### src/logic/nfsb_pkg.sv
/*
  package for the nor flash suspend/bypass host controller: command codes,
  unlock addresses, bus timing counts and the request/pin carrier structs.
  assumes a 16-bit word-addressed asynchronous parallel nor flash.
*/
`default_nettype none
package nfsb_pkg;
  localparam int ADDR_W = 26;
  localparam int DATA_W = 16;
  // command codes
  localparam logic [15:0] CMD_UNLOCK1   = 16'h00aa;
  localparam logic [15:0] CMD_UNLOCK2   = 16'h0055;
  localparam logic [15:0] CMD_BYP_ENTRY = 16'h0020;
  localparam logic [15:0] CMD_PGM_SETUP = 16'h00a0;
  localparam logic [15:0] CMD_SUSPEND   = 16'h00b0;
  localparam logic [15:0] CMD_RESUME    = 16'h0030;
  localparam logic [15:0] CMD_BYP_EXIT1 = 16'h0090;
  localparam logic [15:0] CMD_BYP_EXIT2 = 16'h0000;
  localparam logic [15:0] CMD_ABORT_RST = 16'h00f0;
  // unlock word addresses
  localparam logic [ADDR_W-1:0] ADDR_UNLOCK1 = 26'h0000555;
  localparam logic [ADDR_W-1:0] ADDR_UNLOCK2 = 26'h00002aa;
  localparam logic [ADDR_W-1:0] ADDR_ANY     = 26'h0000000;
  // bus timing: clock rate and write/read strobe widths
  localparam int CLK_MHZ      = 100;
  localparam int WE_LOW_NS    = 50;
  localparam int WE_HIGH_NS   = 30;
  localparam int RD_ACCESS_NS = 100;
  localparam int WE_LOW_CYC   = (WE_LOW_NS * CLK_MHZ + 999) / 1000;
  localparam int WE_HIGH_CYC  = (WE_HIGH_NS * CLK_MHZ + 999) / 1000;
  localparam int RD_CYC       = (RD_ACCESS_NS * CLK_MHZ + 999) / 1000;
  localparam int CNT_W        = 8;
  // erase suspend worst-case latency and program suspend latency
  localparam int ERS_SUSP_US  = 20;
  localparam int PGM_SUSP_US  = 15;
  localparam int ERS_SUSP_CYC = ERS_SUSP_US * CLK_MHZ;
  localparam int PGM_SUSP_CYC = PGM_SUSP_US * CLK_MHZ;
  localparam int WAIT_W       = 12;
  // host operations
  typedef enum logic [3:0] {
    NFSB_OP_READ, NFSB_OP_ERS_SUSP, NFSB_OP_ERS_RES, NFSB_OP_PGM_SUSP,
    NFSB_OP_PGM_RES, NFSB_OP_BYP_ENTRY, NFSB_OP_BYP_PGM, NFSB_OP_BYP_EXIT,
    NFSB_OP_ABORT_RST, NFSB_OP_RAW_WRITE
  } nfsb_op_t;
  typedef struct packed {
    nfsb_op_t          op;
    logic [ADDR_W-1:0] addr;
    logic [DATA_W-1:0] data;
  } nfsb_req_t;
  // one bus cycle toward the flash
  typedef struct packed {
    logic              wr;
    logic [ADDR_W-1:0] addr;
    logic [DATA_W-1:0] data;
  } nfsb_cyc_t;
  // flash pins driven by the host
  typedef struct packed {
    logic [ADDR_W-1:0] addr;
    logic [DATA_W-1:0] dq_out;
    logic              dq_oe_n;
    logic              ce_n;
    logic              oe_n;
    logic              we_n;
  } nfsb_pins_t;
endpackage : nfsb_pkg
`default_nettype wire
### src/logic/nfsb_bus_cycle.sv
/*
  one asynchronous flash bus cycle: a write pulse on we or a read on oe.
  assumes the request is held stable by the caller only in the start cycle
  and that dq_sync_i already passed a two-stage synchroniser.
*/
`timescale 1ns/10ps
`default_nettype none
module nfsb_bus_cycle
  import nfsb_pkg::*;
(
  // clock and reset
  input  wire logic                  clk_i,
  input  wire logic                  rst_n_i,
  // cycle request
  input  wire logic                  start_i,
  input  wire nfsb_pkg::nfsb_cyc_t   cyc_i,
  output logic                       busy_o,
  output logic                       done_o,
  // pins and read data
  input  wire logic [DATA_W-1:0]     dq_sync_i,
  output nfsb_pkg::nfsb_pins_t       pins_o,
  output logic [DATA_W-1:0]          rdata_o
);
  typedef enum logic [1:0] {BC_IDLE, BC_ACT, BC_REC} nfsb_bc_st_t;
  typedef struct packed {
    nfsb_bc_st_t       st;
    logic [CNT_W-1:0]  cnt;
    nfsb_cyc_t         cyc;
    nfsb_pins_t        pins;
    logic [DATA_W-1:0] rdata;
    logic              done;
  } nfsb_bc_state_t;
  nfsb_bc_state_t s_q, s_d;

  // strobe sequencing: active phase then recovery with strobes high
  always_comb
  begin
    s_d      = s_q;
    s_d.done = 1'b0;
    case (s_q.st)
      BC_IDLE:
      begin
        if (start_i)
        begin
          s_d.st           = BC_ACT;
          s_d.cyc          = cyc_i;
          s_d.pins.addr    = cyc_i.addr;
          s_d.pins.dq_out  = cyc_i.data;
          s_d.pins.dq_oe_n = ~cyc_i.wr;
          s_d.pins.ce_n    = 1'b0;
          s_d.pins.we_n    = ~cyc_i.wr;
          s_d.pins.oe_n    = cyc_i.wr;
          s_d.cnt          = cyc_i.wr ? CNT_W'(WE_LOW_CYC) : CNT_W'(RD_CYC);
        end
      end
      BC_ACT:
      begin
        if (s_q.cnt > CNT_W'(1))
          s_d.cnt = s_q.cnt - CNT_W'(1);
        else
        begin
          // data latched by the flash on the rising we edge
          s_d.st        = BC_REC;
          s_d.pins.we_n = 1'b1;
          s_d.pins.oe_n = 1'b1;
          s_d.rdata     = s_q.cyc.wr ? s_q.rdata : dq_sync_i;
          s_d.cnt       = CNT_W'(WE_HIGH_CYC);
        end
      end
      BC_REC:
      begin
        if (s_q.cnt > CNT_W'(1))
          s_d.cnt = s_q.cnt - CNT_W'(1);
        else
        begin
          s_d.st           = BC_IDLE;
          s_d.pins.ce_n    = 1'b1;
          s_d.pins.dq_oe_n = 1'b1;
          s_d.done         = 1'b1;
        end
      end
      default: s_d.st = BC_IDLE;
    endcase
  end

  always_ff @(posedge clk_i)
  begin
    if (!rst_n_i)
    begin
      s_q         <= '0;
      s_q.st      <= BC_IDLE;
      s_q.pins    <= '{addr: '0, dq_out: '0, dq_oe_n: 1'b1, ce_n: 1'b1,
                       oe_n: 1'b1, we_n: 1'b1};
    end
    else
      s_q <= s_d;
  end

  assign busy_o  = (s_q.st != BC_IDLE);
  assign done_o  = s_q.done;
  assign pins_o  = s_q.pins;
  assign rdata_o = s_q.rdata;
endmodule : nfsb_bus_cycle
`default_nettype wire

### src/logic/nfsb_ctrl.sv
/*
  host-side controller for suspend/resume, accelerated programming and
  unlock bypass of an asynchronous parallel nor flash. it turns one request
  into the flash bus cycles and tracks which device mode it has left.
  assumes the flash pins meet a board-level tristate resolved outside, and
  that the accelerate high voltage is switched by an external driver.
*/
// Behaviour
// suspend only during sector erase or window
// no erase suspend during chip erase
// wait up to 20 us for erase suspend
// suspend in window suspends at once
// suspended erase allows reads, programs elsewhere
// suspended-sector reads return status
// suspended program returns to suspend-read
// identification read allowed while erase-suspended
// resume erase with 0030h, once
// suspend code also suspends programming
// wait up to 15 us for program suspend
// program suspend allowed under erase suspend
// identification read allowed under program suspend
// resume program with 0030h, once
// high voltage enters bypass automatically
// bypass abort uses full three-cycle reset
// accelerate at most ten times, unlocked; high voltage entries are not counted
// bypass entry: two unlocks then 0020h
// bypass program: 00a0h then address/data
// bypass honours only listed commands
// bypass exit: 90h then 00h
// toggle bit one stops on erase suspend
// toggle bit two toggles in erase sectors
// bypass ignores other commands
`timescale 1ns/10ps
`default_nettype none
module nfsb_ctrl
  import nfsb_pkg::*;
#(
  parameter int MAX_CYCLES = 3
)
(
  // clock and reset
  input  wire logic                  SYS_CLK_I,
  input  wire logic                  RESETN_I,
  // request port
  input  wire logic                  REQ_VALID_I,
  input  wire nfsb_pkg::nfsb_req_t   REQ_I,
  output logic                       REQ_READY_O,
  output logic                       DONE_O,
  output logic                       REFUSED_O,
  output logic [DATA_W-1:0]          RDATA_O,
  // device operation context from the host system
  input  wire logic                  SECTOR_ERASE_ACTIVE_I,
  input  wire logic                  CHIP_ERASE_ACTIVE_I,
  input  wire logic                  PROGRAM_ACTIVE_I,
  input  wire logic                  ACCEL_REQ_I,
  // mode status
  output logic                       ERASE_SUSPENDED_O,
  output logic                       PROGRAM_SUSPENDED_O,
  output logic                       BYPASS_MODE_O,
  output logic                       HIGH_VOLTAGE_LEVEL_EN_O,
  // flash pins
  output logic [ADDR_W-1:0]          FLASH_ADDR_O,
  output logic [DATA_W-1:0]          FLASH_DQ_O,
  output logic                       FLASH_DQ_OE_N_O,
  input  wire logic [DATA_W-1:0]     FLASH_DQ_I,
  output logic                       FLASH_CE_N_O,
  output logic                       FLASH_OE_N_O,
  output logic                       FLASH_WE_N_O
);
  if (MAX_CYCLES < 3)
  begin : g_bad_max_cycles
    $error("MAX_CYCLES must cover the three-cycle sequences");
  end

  typedef enum logic [1:0] {ST_IDLE, ST_ISSUE, ST_WAIT, ST_SETTLE} nfsb_st_t;
  typedef struct packed {
    nfsb_st_t          st;
    nfsb_req_t         req;
    logic [1:0]        idx;
    logic [1:0]        num;
    logic              ers_susp;
    logic              pgm_susp;
    logic              bypass;
    logic              accel;
    logic [WAIT_W-1:0] wait_cnt;
    logic              done;
    logic              refused;
    logic [DATA_W-1:0] rdata;
  } nfsb_state_t;
  nfsb_state_t s_q, s_d;

  logic [DATA_W-1:0] dq_meta_q, dq_sync_q;
  logic              bc_start, bc_busy, bc_done;
  nfsb_cyc_t         bc_cyc;
  nfsb_pins_t        pins;
  logic [DATA_W-1:0] bc_rdata;

  // number of bus cycles a request takes
  function automatic logic [1:0] op_cycles(input nfsb_op_t op);
    case (op)
      // three-cycle entry
      NFSB_OP_BYP_ENTRY, NFSB_OP_ABORT_RST: op_cycles = 2'd3;
      NFSB_OP_BYP_PGM, NFSB_OP_BYP_EXIT:    op_cycles = 2'd2;
      default:                              op_cycles = 2'd1;
    endcase
  endfunction : op_cycles

  // bus cycle i of a request
  function automatic nfsb_cyc_t op_cycle(input nfsb_req_t r, input logic [1:0] i);
    op_cycle = '{wr: 1'b1, addr: ADDR_ANY, data: r.data};
    case (r.op)
      NFSB_OP_READ:
        op_cycle = '{wr: 1'b0, addr: r.addr, data: '0};
      // suspend code at any address
      NFSB_OP_ERS_SUSP, NFSB_OP_PGM_SUSP:
        op_cycle.data = CMD_SUSPEND;
      // resume code at any address
      NFSB_OP_ERS_RES, NFSB_OP_PGM_RES:
        op_cycle.data = CMD_RESUME;
      // unlock-unlock then the reset or the bypass entry code
      NFSB_OP_BYP_ENTRY, NFSB_OP_ABORT_RST:
      begin
        op_cycle.addr = (i == 2'd1) ? ADDR_UNLOCK2 : ADDR_UNLOCK1;
        op_cycle.data = (i == 2'd0) ? CMD_UNLOCK1 : (i == 2'd1) ? CMD_UNLOCK2 :
                        (r.op == NFSB_OP_BYP_ENTRY) ? CMD_BYP_ENTRY : CMD_ABORT_RST;
      end
      // setup then address and data
      NFSB_OP_BYP_PGM:
      begin
        op_cycle.addr = (i == 2'd0) ? ADDR_ANY : r.addr;
        op_cycle.data = (i == 2'd0) ? CMD_PGM_SETUP : r.data;
      end
      // exit pair
      NFSB_OP_BYP_EXIT:
        op_cycle.data = (i == 2'd0) ? CMD_BYP_EXIT1 : CMD_BYP_EXIT2;
      default:
        op_cycle.addr = r.addr;
    endcase
  endfunction : op_cycle

  // whether the request is meaningful in the present mode
  function automatic logic op_legal(input nfsb_op_t op, input nfsb_state_t s);
    case (op)
      // never suspend a chip erase
      NFSB_OP_ERS_SUSP:  op_legal = SECTOR_ERASE_ACTIVE_I && !CHIP_ERASE_ACTIVE_I
                                    && !s.ers_susp;
      // program suspend also under erase suspend
      NFSB_OP_PGM_SUSP:  op_legal = PROGRAM_ACTIVE_I && !s.pgm_susp;
      // repeated resume is pointless, refused
      NFSB_OP_ERS_RES:   op_legal = s.ers_susp && !s.pgm_susp;
      NFSB_OP_PGM_RES:   op_legal = s.pgm_susp;
      NFSB_OP_BYP_ENTRY: op_legal = !s.bypass;
      NFSB_OP_BYP_PGM,
      NFSB_OP_BYP_EXIT:  op_legal = s.bypass && !(op == NFSB_OP_BYP_EXIT && s.accel);
      // raw commands not sent into bypass
      NFSB_OP_RAW_WRITE: op_legal = !s.bypass;
      // reads always go out
      default:           op_legal = 1'b1;
    endcase
  endfunction : op_legal

  // flash data pins cross from outside: two flops
  always_ff @(posedge SYS_CLK_I)
  begin
    dq_meta_q <= FLASH_DQ_I;
    dq_sync_q <= dq_meta_q;
  end

  // request sequencing and mode tracking
  always_comb
  begin
    s_d         = s_q;
    s_d.done    = 1'b0;
    s_d.refused = 1'b0;
    bc_start    = 1'b0;
    bc_cyc      = op_cycle(s_q.req, s_q.idx);
    // high voltage puts the device in bypass
    if (ACCEL_REQ_I && s_q.st == ST_IDLE && !s_q.accel)
    begin
      s_d.accel  = 1'b1;
      s_d.bypass = 1'b1;
    end
    // drop high voltage only once programming is done
    else if (!ACCEL_REQ_I && s_q.accel && !PROGRAM_ACTIVE_I && s_q.st == ST_IDLE)
    begin
      s_d.accel  = 1'b0;
      s_d.bypass = 1'b0;
    end
    case (s_q.st)
      ST_IDLE:
      begin
        if (REQ_VALID_I)
        begin
          if (op_legal(REQ_I.op, s_q))
          begin
            s_d.st  = ST_ISSUE;
            s_d.req = REQ_I;
            s_d.idx = 2'd0;
            s_d.num = op_cycles(REQ_I.op);
          end
          else
          begin
            // illegal commands never reach the pins
            s_d.refused = 1'b1;
            s_d.done    = 1'b1;
          end
        end
      end
      ST_ISSUE:
      begin
        bc_start = 1'b1;
        s_d.st   = ST_WAIT;
      end
      ST_WAIT:
      begin
        if (bc_done)
        begin
          if (s_q.idx + 2'd1 < s_q.num)
          begin
            s_d.idx = s_q.idx + 2'd1;
            s_d.st  = ST_ISSUE;
          end
          else
          begin
            s_d.rdata = bc_rdata;
            s_d.st    = ST_SETTLE;
            case (s_q.req.op)
              // allow the worst-case erase suspend latency
              NFSB_OP_ERS_SUSP: s_d.wait_cnt = WAIT_W'(ERS_SUSP_CYC);
              // allow the worst-case program suspend latency
              NFSB_OP_PGM_SUSP: s_d.wait_cnt = WAIT_W'(PGM_SUSP_CYC);
              default:          s_d.wait_cnt = WAIT_W'(1);
            endcase
            case (s_q.req.op)
              // now suspended; a program leaves it set
              NFSB_OP_ERS_SUSP:  s_d.ers_susp = 1'b1;
              NFSB_OP_PGM_SUSP:  s_d.pgm_susp = 1'b1;
              NFSB_OP_ERS_RES:   s_d.ers_susp = 1'b0;
              NFSB_OP_PGM_RES:   s_d.pgm_susp = 1'b0;
              NFSB_OP_BYP_ENTRY: s_d.bypass   = 1'b1;
              NFSB_OP_BYP_EXIT:  s_d.bypass   = 1'b0;
              default:           s_d.bypass   = s_q.bypass;
            endcase
          end
        end
      end
      ST_SETTLE:
      begin
        if (s_q.wait_cnt > WAIT_W'(1))
          s_d.wait_cnt = s_q.wait_cnt - WAIT_W'(1);
        else
        begin
          s_d.st   = ST_IDLE;
          s_d.done = 1'b1;
        end
      end
      default: s_d.st = ST_IDLE;
    endcase
  end

  always_ff @(posedge SYS_CLK_I)
  begin
    if (!RESETN_I)
    begin
      s_q    <= '0;
      s_q.st <= ST_IDLE;
    end
    else
      s_q <= s_d;
  end

  // single bus-cycle engine shared by every sequence
  nfsb_bus_cycle u_bus (
    .clk_i     (SYS_CLK_I),
    .rst_n_i   (RESETN_I),
    .start_i   (bc_start),
    .cyc_i     (bc_cyc),
    .busy_o    (bc_busy),
    .done_o    (bc_done),
    .dq_sync_i (dq_sync_q),
    .pins_o    (pins),
    .rdata_o   (bc_rdata)
  );

  // status reads pass through untouched as read data
  assign RDATA_O                 = s_q.rdata;
  assign REQ_READY_O             = (s_q.st == ST_IDLE) && !bc_busy;
  assign DONE_O                  = s_q.done;
  assign REFUSED_O               = s_q.refused;
  assign ERASE_SUSPENDED_O       = s_q.ers_susp;
  assign PROGRAM_SUSPENDED_O     = s_q.pgm_susp;
  assign BYPASS_MODE_O           = s_q.bypass;
  assign HIGH_VOLTAGE_LEVEL_EN_O = s_q.accel;
  assign FLASH_ADDR_O            = pins.addr;
  assign FLASH_DQ_O              = pins.dq_out;
  assign FLASH_DQ_OE_N_O         = pins.dq_oe_n;
  assign FLASH_CE_N_O            = pins.ce_n;
  assign FLASH_OE_N_O            = pins.oe_n;
  assign FLASH_WE_N_O            = pins.we_n;
endmodule : nfsb_ctrl
`default_nettype wire

### config.mk
export PLATFORM = sky130hd
export DESIGN_NAME = nfsb_ctrl
export DESIGN_NICKNAME = d
export VERILOG_FILES = /design/src/logic/nfsb_pkg.sv /design/src/logic/nfsb_bus_cycle.sv /design/src/logic/nfsb_ctrl.sv
export SDC_FILE = /design/constraint.sdc
export NUM_CORES = 1
export LEC_CHECK = 0
export BUFFER_PORTS_ARGS = -buffer_cell sky130_fd_sc_hd__buf_2
export CAP_MARGIN = 0
export CORE_MARGIN = 2
export CORE_UTILIZATION = 40
export CTS_BUF_LIST = sky130_fd_sc_hd__clkbuf_8
export DETAILED_ROUTE_END_ITERATION = 10
export GPL_TIMING_DRIVEN = 0
export SETUP_SLACK_MARGIN = 0.05
export SYNTH_ARGS = -nofsm -noshare
export SYNTH_HDL_FRONTEND = slang
export SYNTH_HIERARCHICAL = 1
export SYNTH_SLANG_ARGS = --single-unit
export TNS_END_PERCENT = 5
### constraint.sdc
create_clock -name SYS_CLK_I -period 2.6 [get_ports SYS_CLK_I]
set_clock_uncertainty 0.1 [all_clocks]
set_input_delay 0.13 -clock SYS_CLK_I [delete_from_list [all_inputs] [get_ports SYS_CLK_I]]
set_output_delay 0.13 -clock SYS_CLK_I [all_outputs]
set_load 0.05 [all_outputs]
; ---- Word level (Yosys, flattened, before mapping)
; Cells that the tools add are included.
[op_classes]
addsub = 3
multipliers = 0
bitwise_logic = 3
eq_ne = 35
n_lt_le_gt_ge = 3
n_div = 0
n_reduce_logical = 57
n_shift = 0
muxes = 55
[ops]
columns = op, count
row1 = two-way mux 52 bit, 2
row2 = two-way mux 99 bit, 1
row3 = one-hot mux 16 bit (6 select lines), 1
row4 = one-hot mux 26 bit (3 select lines), 1
row5 = two-way mux 8 bit, 6
row6 = two-way mux 12 bit, 3
row7 = "equality test 4 x 3 -> 1 bit, second input constant", 8
row8 = two-way mux 16 bit, 2
row9 = two-way mux 26 bit, 1
row10 = two-way mux 2 bit, 12
row11 = one-hot mux 12 bit (2 select lines), 1
row12 = one-hot mux 8 bit (3 select lines), 1
row13 = AND reduction 3 bit, 8
row14 = one-hot mux 11 bit (2 select lines), 1
row15 = two-way mux 18 bit, 1
row16 = "equality test 4 x 2 -> 1 bit, second input constant", 4
row17 = "!= test 2 bit, second input constant", 8
row18 = one-hot mux 2 bit (2 select lines), 4
row19 = AND reduction 4 bit, 4
row20 = nonzero test 2 bit, 8
row21 = "equality test 4 bit, second input constant", 3
row22 = "> comparator 12 x 1 -> 1 bit, second input constant", 1
row23 = logical AND 1 bit, 12
row24 = OR reduction 2 bit, 6
row25 = other kinds (27), 57
[totals]
ff_bits = 192
ramBits = 0
out_inout_bits = 69
romBits = 0
in_bits = 69
n_memories = 0
latchBits = 0

; ---- Longest topological paths before layout
; Gate-level depths: netlist of the first run.
[logic_depth]
depth_word = 10
depth_mapped = 10

; ---- Cells and area by module
; Netlist of the first run, hierarchy kept.
[by_module_without_submodules]
columns = module, cells_per_inst, seq_area_each_um2, instances, area_per_inst_um2
row1 = nfsb_ctrl, 632, 2362.3, 1, 5215.0
row2 = nfsb_bus_cycle, 416, 1481.4, 1, 3452.1

; ---- Worst setup path after synthesis of the first run
; Ideal clock, no wire load.
[synth_path]
path_type = flip-flop to flip-flop
start = register s_q[36] in the netlist's numbering
end = register s_q[23] in the netlist's numbering
t_arrival_ps = 2299
path_buffers = 0
setup_ps = 70
slack_ps = 131
path_stages_with_launch = 9
path_cell_list = dfxtp_1 > inv_1 > ha_1 > ha_1 > a21boi_0 > o211ai_1 > a22o_1 > or4_1 > a21oi_1
[synth_between]
elab_chain_cells = 4
[synth_lines]
columns = element, line_no
row1 = from (decl), nfsb_ctrl.sv:90  ; nfsb_state_t s_q, s_d;
row2 = adder 2 x 1 -> 2 bit, nfsb_ctrl.sv:218  ; if (s_q.idx + 2'd1 < s_q.num)
row3 = < comparator 2 bit, nfsb_ctrl.sv:218
row4 = != test 2 bit (no source line), n/a
row5 = AND reduction 4 bit (no source line), n/a
; No other way between the ends.
; A chain may end at the register's enable or synchronous reset.

; ---- Final worst setup path of the first run
[layout_path]
start = register s_q[37] in the netlist's numbering
end = register s_q[29] in the netlist's numbering
; The elaborated chain is that of the path after synthesis.

==> results of run 1 <==
## what timing repair did
action,4_1_cts,5_1_grt
pin swaps,0,5
resized for setup,9,9
endpoints found under the setup margin,46,47
buffers inserted,0,3
hold buffers,66,0
endpoints found under the hold margin,70,0
## cell families after synthesis
logic type	count (synthesis)	share of synthesized area
xor gates and xnor gates	2	0.002021
buffers and inverters	163	0.1103
and+or+nand+nor	387	0.2024
adders and majority gates	17	0.02454
AOI/OAI and AO/OA	268	0.1952
muxes	19	0.02209
DFF	192	0.4435
## worst max-delay path by stage
stage	startpoint	end	slack (ns)
final	s_q[37]	s_q[29]	0.12
after floorplan	s_q[36]	s_q[23]	0.13
after global placement	s_q[36]	RDATA_O[13]	-0.43
after CTS	s_q[36]	s_q[20]	0.03
after global routing	s_q[37]	s_q[27]	0.005
after detailed placement	s_q[36]	RDATA_O[6]	-0.47
## area by class of cell
cell class / instances / area [um2] / area share
buffer: 140 / 884.6 / 0.08178
clock buffer: 18 / 247.7 / 0.02290
timing repair buffer: 205 / 1364 / 0.1261
sequential: 192 / 3849 / 0.3558
multi-input combinational: 693 / 3894 / 0.3600
tap: 275 / 344.1 / 0.03181
clock inverter: 14 / 147.6 / 0.01365
inverter: 23 / 86.33 / 0.007982
## power groups by stage
stage,clock network [W],logic (W),registers (W)
2_1_floorplan,0,0.00217,0.00348
3_3_place_gp,0,0.00287,0.00349
3_5_place_dp,0,0.00290,0.00350
4_1_cts,0.00201,0.00300,0.00343
5_1_grt,0.00213,0.00332,0.00347
6_report,0.00194,0.00300,0.00343
## worst max-delay path, delay by kind of cell (launching register included)
| family | cells | cell delay, ns |
|---|---|---|
| AO/OA/AOI/OAI | 4 | 0.81 |
| adder cells (fa/ha/maj) | 2 | 0.60 |
| buffers and inverters | 1 | 0.07 |
| flip-flops | 1 | 0.36 |
| AND/OR/NAND/NOR | 1 | 0.47 |
## flip-flops by register name, indices dropped and copies added (netlist names), 11 cells and up
signal         cells
s_q               64
u_bus/pins_o      46
RDATA_O           16
dq_meta_q         16
dq_sync_q         16
u_bus/rdata_o     16
u_bus/s_q         11
## synthesized netlist by cell type (all sizes together) (5+ instances only)
cell type  instances  area share
a211oi            11       0.010
a21o              16       0.015
a21oi            137       0.080
a41oi              5      0.0051
and2              30       0.022
buf               95       0.081
clkbuf            45       0.019
dfxtp            192        0.44
ha                17       0.025
inv               23       0.010
mux2i             18       0.021
nand2            241        0.10
nand2b             8      0.0058
nand3             10      0.0058
nor2              47       0.020
nor2b             10      0.0081
nor3              13      0.0088
o21a               5      0.0043
o21ai             32       0.018
o22ai              8      0.0058
## stage by stage
stage	instance area, um2	setup TNS, ns
2_1_floorplan	8667	0
3_3_place_gp	9692	-6.768
3_5_place_dp	9698	-6.934
4_1_cts	10780	0
5_1_grt	10820	0
6_report	10820	0
## layer usage
metal | vias up | global-route usage | routed length [um]
met5 | - | 0 | 0
met4 | 0 | 0.05607 | 313
met3 | 22 | 0.04367 | 1098
met2 | 178 | 0.3124 | 10240
met1 | 3450 | 0.2711 | 10580
li1 | 3927 | - | -
==> impl_metrics.csv, run 1 <==
group,metric,value,unit
sta,period_minus_slack,2.479,ns
sta,finalHoldViolCount,0,
detailed_routing,ant_nets,0,
setup_path,r2r-end,"s_q[29]",
clock_network,clock-root-buffer,"clkbuf_8",
placement,port_buffers,136,
floorplan,initial_utilization,0.4097,
pwr,p_seq_frac,0.410,
pwr,power.density,774.1,mW/mm2
placement,place.detailed.instances,1459,
setup_path,timing.rr.start,"s_q[37]",
sta,timing.final.ws_setup,0.1214,ns
global_route,grt_use_total,0.1976,
cells_and_area,fin_cells,1560,
outcome,outcome,"finished, final reports clean",
sta,fmax,0.4035,GHz
detailed_routing,detail_route.iter0.violations,389,
pwr,p_leak,4.703,nW
sta,slew_headroom,0.3746,
pwr,pwr-share-comb,0.359,
synth,synth.avg_cell_area,8.270,um2
clock_network,cts_made_buffers,17,
clock_network,ctsLongestPathBuffers,2,
placement,hpwl,15520,um
detailed_routing,avgRoutedWirePerCell,14.25,um
clock_network,cts_tree,"built",
clock_network,htree_levels,4,
floorplan,dieArea,0.02286,mm2
cells_and_area,finalNetCount,1358,
pwr,peakVddDrop,0.4432,mV
cells_and_area,fillers,2090,
setup_path,reg2reg_depth,8,
sta,slew_violations,0,
detailed_routing,dr.pass1.iters,5,
worst_hold_path,min_from,"FLASH_DQ_I[8]",
worst_hold_path,hp-class,"in2reg",
synth,syn_area,0.008667,mm2
clock_network,clk_latency,0.47,ns
detailed_routing,vias,7577,
synth,synth_seq_cells,192,
setup_path,cp_slowest_stage_delay,0.47,ns
floorplan,core_area,0.02115,mm2
sta,tightest_slew,0.9310,ns
pwr,p_clk_frac,0.232,
setup_path,start_kind,"flop",
setup_path,crit_type,"reg2reg",
clock_network,cts.reportedPaths.clkPinSlew,0.12,ns
synth,async_flop_share,0,
synth,ys.flop_type,"dfxtp_1",
cells_and_area,final_cell_mix,"241 x nand2_1, 190 x dfxtp_1, 142 x buf_2",
synth,yosysWarnings,6,
synth,synth_edf_count,0,
worst_hold_path,min_path_cells,2,
sta,hold_ws,0.1837,ns
setup_path,crit_fanout,6,
setup_path,endpoint_kind,"flop",
pwr,p_int,0.005097,W
floorplan,num_rows,53,
job,maxCapViolations,0,
setup_path,crit_top_cell,"ha_1",
synth,postSynthCellCount,1048,
placement,pre_cts_ws,-0.4673,ns
floorplan,dieHeight,151.2,um
global_route,grt_pass1_vias,7051,
global_route,grt_start_max_net_pins,20,
synth,ys_types,74,
pwr,total_power,0.008373,W
cells_and_area,layout.cells.most_common,"nand2_1",
floorplan,ios,138,
cells_and_area,post-route-util,0.5113,
setup_path,path_cells,"inv_2, ha_1, ha_1, a21boi_4, o211ai_1, a22o_1, or4_1, a21oi_1",
placement,gp_congestion,0.8730,
pwr,swShare,0.3913,
global_route,grt_pass1_wl,35670,um
setup_path,r2r_setup_slack,0.12,ns
setup_path,crit_path_top_delay_cell,"or4_1",
setup_path,arrival,2.77,ns
detailed_routing,avgViaCountPerCell,4.857,
global_route,antenna_found_initial,1,
sta,layout_worst_path_cycle_share,0.9533,
setup_path,worstPathRequired,2.89,ns
pwr,power.switching,0.003276,W
cells_and_area,drive_above_1_share,0.2304,
synth,yosysSeqAreaShare,0.4435,
detailed_routing,route.detailed.drc,0,
worst_hold_path,min_to,"dq_meta_q[8]",
global_route,overflow,0,
detailed_routing,wirelength,22230,um
floorplan,die_w,151.2,um
clock_network,numClockSinks,192,
cells_and_area,antenna_cells,0,
cells_and_area,syn_to_final_growth,24.80,%
sta,rsz0062_at_grt,"true",
sta,setup_viol,0,
synth,syn-num-nets,1134,
No activity file was read; power rests on OpenSTA's default activity.
==> inputs of run 2 (changes only) <==
REMOVE_ABC_BUFFERS = 1   (was not set)
==> run 2 against run 1 <==
Against the previous run: register-to-register slack got worse by 0.06 ns; cell count down 8.1%; final area fell by 5.4%; sequential share of layout area increased by 2.1 points; setup slack worse by 0.060 ns; first-iteration DRC count shrank 8.0%.
==> impl_metrics.csv, run 2 (same netlist as run 1, synthesis figures left out) <==
group,metric,value,unit
worst_hold_path,min_to,"dq_meta_q[8]",
setup_path,worstPathRequired,2.89,ns
clock_network,clock-root-buffer,"clkbuf_8",
detailed_routing,dr.pass1.iters,5,
sta,period_minus_slack,2.539,ns
cells_and_area,regMostFlops,"s_q",
cells_and_area,final_cell_mix,"240 x nand2_1, 188 x dfxtp_1, 137 x buf_2",
setup_path,arrival,2.83,ns
sta,rsz0062_at_grt,"true",
detailed_routing,avgRoutedWirePerCell,14.30,um
setup_path,crit_type,"reg2reg",
global_route,grt_start_max_net_pins,82,
sta,layout_worst_path_cycle_share,0.9766,
worst_hold_path,min_path_cells,2,
cells_and_area,layout.cells.most_common,"nand2_1",
floorplan,ios,138,
outcome,outcome,"finished, final reports clean",
sta,timing.final.ws_setup,0.06096,ns
detailed_routing,vias,7149,
placement,place.detailed.instances,1325,
floorplan,num_rows,53,
global_route,grt_pass1_vias,6596,
global_route,antenna_found_initial,0,
cells_and_area,finalNetCount,1232,
clock_network,cts_made_buffers,17,
setup_path,crit_fanout,9,
global_route,grt_use_total,0.1780,
setup_path,endpoint_kind,"flop",
clock_network,cts.reportedPaths.clkPinSlew,0.12,ns
worst_hold_path,min_from,"FLASH_DQ_I[8]",
sta,hold_ws,0.1853,ns
detailed_routing,route.detailed.drc,0,
detailed_routing,wirelength,20500,um
cells_and_area,fin_cells,1434,
floorplan,initial_utilization,0.4097,
sta,slew_headroom,0.3627,
sta,tightest_slew,0.9526,ns
setup_path,timing.rr.start,"s_q[36]",
placement,place_area,0.008940,mm2
placement,pre_cts_ws,-0.4355,ns
cells_and_area,finalInstanceArea,0.01023,mm2
clock_network,htree_levels,4,
cells_and_area,post-route-util,0.4835,
clock_network,ctsLongestPathBuffers,2,
sta,finalHoldViolCount,0,
setup_path,reg2reg_depth,8,
floorplan,die_w,151.2,um
floorplan,core_area,0.02115,mm2
placement,gp_congestion,0.7859,
global_route,overflow,0,
setup_path,r2r_setup_slack,0.06,ns
cells_and_area,drive_above_1_share,0.1993,
placement,hpwl,13030,um
pwr,peakVddDrop,0.4662,mV
sta,fmax,0.3939,GHz
floorplan,dieHeight,151.2,um
clock_network,cts_tree,"built",
sta,slew_violations,0,
sta,setup_viol,0,
cells_and_area,syn_to_final_growth,18.00,%
detailed_routing,detail_route.iter0.violations,358,
clock_network,numClockSinks,192,
cells_and_area,largest_register_ffs,64,
pwr,p_leak,4.238,nW
setup_path,start_kind,"flop",
cells_and_area,antenna_cells,0,
global_route,grt_pass1_wl,32860,um
floorplan,dieArea,0.02286,mm2
worst_hold_path,hp-class,"in2reg",
job,maxCapViolations,0,
setup_path,r2r-end,"s_q[29]",
pwr,power.density,808.3,mW/mm2
placement,port_buffers,137,
clock_network,clk_latency,0.47,ns
detailed_routing,ant_nets,0,
detailed_routing,avgViaCountPerCell,4.985,
==> run 2: worst max-delay path: stages, from the launching register on <==
cell	delay, ns
dfxtp_4	0.42
clkinvlp_4	0.13
ha_4	0.23
ha_1	0.28
a21boi_4	0.20
o211ai_1	0.17
a22o_4	0.31
or4_1	0.49
a21oi_2	0.14
==> run 2: repair_timing <==
item | CTS | global route
resized for setup | 15 | 13
buffers inserted | 1 | 10
hold buffers | 66 | 0
pin swaps | 1 | 6
setup endpoints to repair | 77 | 68
hold endpoints to repair | 68 | 0
==> run 2: stage by stage <==
step | TNS (ns) | power, W
floorplan | -44.86 | 0.005373
CTS | 0 | 0.008281
detailed placement | -12.63 | 0.006110
finish | 0 | 0.008267
global placement | -155.40 | 0.006058
global route | -0.1714 | 0.008776
==> run 2: per-layer routing <==
| metal | global-route usage | share of wire |
|---|---|---|
| met4 | 0.05327 | 0.014 |
| met1 | 0.2374 | 0.47 |
| met2 | 0.2919 | 0.48 |
| met3 | 0.03494 | 0.035 |
| met5 | 0 | 0 |
==> run 2: final cells by class <==
cell class,count,area (um2)
sequential,192,3851
multi-input combinational,693,3986
tap,275,344.1
inverter,23,92.59
fill,2091,10930
timing repair buffer,219,1531
clock inverter,15,187.7
clock buffer,17,234.0
==> run 2: worst max-delay path by stage <==
| stage | slack [ns] | cells after the start | from | to |
|---|---|---|---|---|
| 2_1_floorplan | -0.92 | 4 | ERASE_SUSPENDED_O | s_q[34] |
| 3_3_place_gp | -2.37 | 5 | s_q[84] | s_q[34] |
| 3_5_place_dp | -0.44 | 8 | s_q[36] | s_q[23] |
| 4_1_cts | 0.05 | 5 | s_q[84] | s_q[29] |
| 5_1_grt | -0.05 | 8 | s_q[36] | s_q[29] |
| 6_report | 0.06 | 8 | s_q[36] | s_q[29] |
==> run 2: power breakdown <==
group	switching, W	internal, W	total (W)
Clock	0.00121	0.000822	0.00204
Combinational	0.00177	0.000998	0.00277
Sequential	0.000220	0.00324	0.00346
Total	0.00321	0.00506	0.00827
==> inputs of run 3 (changes only) <==
SYNTH_HIERARCHICAL = not set   (was 1)
==> run 3 against run 2 <==
Against the previous run: global-route usage up 1.1 points; sequential power up 3%; first-iteration DRC count up 13%; final area down 5.7%; sequential cell count unchanged; core utilization up 1.0 points; synthesized cell count down 5.9%; maximum frequency up 2.4%; clock power down 2%; non-clock buffer count down 7; synthesized area down 7.6%; critical path type unchanged; largest power group unchanged.
==> impl_metrics.csv, run 3 <==
group,metric,value,unit
floorplan,core_area,0.01953,mm2
synth,yosysWarnings,0,
synth,synth_edf_count,0,
synth,postSynthCellCount,986,
synth,ys_types,62,
cells_and_area,fin_cells,1377,
sta,period_minus_slack,2.480,ns
detailed_routing,wirelength,20250,um
floorplan,ios,138,
synth,ys.flop_type,"dfxtp_1",
placement,port_buffers,137,
cells_and_area,syn_to_final_growth,20.39,%
clock_network,cts_tree,"built",
setup_path,crit_type,"reg2reg",
synth,yosysMostFrequentCell,"nand2_1",
synth,async_flop_share,0,
cells_and_area,post-route-util,0.4937,
setup_path,crit_fanout,12,
placement,hpwl,12440,um
placement,place_area,0.008451,mm2
detailed_routing,vias,6899,
setup_path,r2r_setup_slack,0.12,ns
floorplan,num_rows,51,
detailed_routing,avgViaCountPerCell,5.010,
synth,yosys.area.top_type,"dfxtp_1",
worst_hold_path,hp-class,"in2reg",
clock_network,cts_made_buffers,17,
cells_and_area,finalInstanceArea,0.009639,mm2
cells_and_area,layout.cells.most_common,"nand2_1",
sta,fmax,0.4032,GHz
global_route,grt_pass1_wl,32810,um
floorplan,initial_utilization,0.4100,
sta,tightest_slew,0.9069,ns
cells_and_area,top_regs,"s_q (64), u_bus.s_q (53)",
placement,place.detailed.instances,1276,
synth,yosysSeqAreaShare,0.4801,
cells_and_area,finalNetCount,1184,
setup_path,endpoint_kind,"flop",
floorplan,dieArea,0.02116,mm2
sta,rsz0062_at_grt,"true",
floorplan,dieHeight,145.5,um
clock_network,clk_latency,0.48,ns
detailed_routing,detail_route.iter0.violations,403,
clock_network,htree_levels,4,
pwr,peakVddDrop,0.5525,mV
setup_path,arrival,2.75,ns
setup_path,worstPathRequired,2.87,ns
setup_path,start_kind,"flop",
placement,pre_cts_ws,-1.042,ns
sta,slew_headroom,0.3954,
detailed_routing,avgRoutedWirePerCell,14.71,um
detailed_routing,ant_nets,0,
global_route,antenna_found_initial,0,
sta,timing.final.ws_setup,0.1196,ns
global_route,grt_start_max_net_pins,123,
cells_and_area,regMostFlops,"s_q",
sta,tns,0,ns
sta,layout_worst_path_cycle_share,0.9540,
synth,synth_area_leaders,"dfxtp_1 48%, nand2_1 10%, a21oi_1 9.3%",
global_route,grt_pass1_vias,6508,
placement,gp_congestion,0.7849,
synth,yosys-top-cells-count,"217 x nand2_1, 192 x dfxtp_1, 149 x a21oi_1",
global_route,grt_use_total,0.1887,
detailed_routing,route.detailed.drc,0,
sta,finalHoldViolCount,0,
global_route,overflow,0,
pwr,power.density,896.7,mW/mm2
clock_network,ctsLongestPathBuffers,2,
sta,setup_viol,0,
clock_network,numClockSinks,192,
detailed_routing,dr.pass1.iters,4,
cells_and_area,final_cell_mix,"216 x nand2_1, 189 x dfxtp_1, 149 x a21oi_1",
synth,yosysTopAreaCellShare,0.4801,
clock_network,clock-root-buffer,"clkbuf_8",
cells_and_area,antenna_cells,0,
sta,slew_violations,0,
synth,synth_seq_cells,192,
cells_and_area,drive_above_1_share,0.1906,
outcome,outcome,"finished, final reports clean",
cells_and_area,largest_register_ffs,64,
job,maxCapViolations,0,
floorplan,die_w,145.5,um
clock_network,cts.reportedPaths.clkPinSlew,0.10,ns
synth,synth.avg_cell_area,8.120,um2
pwr,p_leak,3.809,nW
synth,syn_area,0.008006,mm2
run 3: changes by cell type in the layout (fill, tap and decap cells not counted), sizes merged, moves of 7 or more:
| cell | before | now |
|---|---|---|
| a211oi | 11 | 4 |
| a21o | 16 | 5 |
| a21oi | 137 | 149 |
| and2 | 30 | 7 |
| buf | 153 | 146 |
| mux2i | 18 | 3 |
| nand2 | 241 | 217 |
| nand3 | 10 | 30 |
| o21ai | 32 | 58 |
run 3: path summary, 6_finish.rpt:
| path | endpoint | startpoint | cells past startpoint |
|---|---|---|---|
| worst min register to register | dq_sync_q[6] | dq_meta_q[6] | 0 |
| worst max register to register | s_q[29] | s_q[36] | 9 |
| worst max-delay path | s_q[29] | s_q[36] | 9 |
| worst min-delay path | u_bus.pins_o[0] | RESETN_I | 2 |
run 3: what timing repair did:
| action | in CTS | in global routing |
|---|---|---|
| endpoints found under the setup margin | 89 | 75 |
| pin swaps | 1 | 2 |
| hold buffers | 66 | 0 |
| setup buffers | 1 | 1 |
| resized for setup | 14 | 11 |
| gates cloned | 1 | 0 |
| hold endpoints to repair | 65 | 0 |
run 3: cells by family after synthesis:
family | share of synthesized area
compound gates | 0.1944
buf+inv | 0.09564
mux | 0.003751
flops | 0.4801
xor+xnor | 0.003282
simple gates | 0.1978
fa+ha+maj | 0.02500
run 3: per-stage QoR:
stage / total power, W / hold slack (ns)
global route: 0.009171 / 0.09535
floorplan: 0.005648 / 0.05772
CTS: 0.008665 / 0.06875
finish: 0.008644 / 0.08528
global placement: 0.006449 / 0.1317
detailed placement: 0.006559 / 0.1336
run 3: cell type report:
cell class,count,area (um2)
Fill cell,1960,9887
Sequential cell,192,3850
Multi-Input combinational cell,655,3507
Timing Repair Buffer,212,1465
Tap cell,265,331.6
Clock buffer,17,234.0
Clock inverter,15,167.7
Inverter,21,83.83
run 3: critical path, stage by stage, from the launching register on:
cell	delay [ns]
dfxtp_4	0.42
inv_1	0.10
ha_1	0.33
ha_1	0.29
a21boi_4	0.26
o211a_4	0.25
o22ai_4	0.13
nor4_2	0.28
xnor2_1	0.16
nor2_1	0.05
run 3: power breakdown:
part	internal, W	total [W]	switching [W]
Combinational	0.000959	0.00308	0.00213
Sequential	0.00332	0.00357	0.000247
Clock	0.000809	0.00199	0.00118
run 3: metal layers:
metal  GRT usage  routed length [um]
met1      0.2426                9038
met3     0.03950                 680
met2      0.3156               10130
met5           0                   0
met4     0.06520                 399
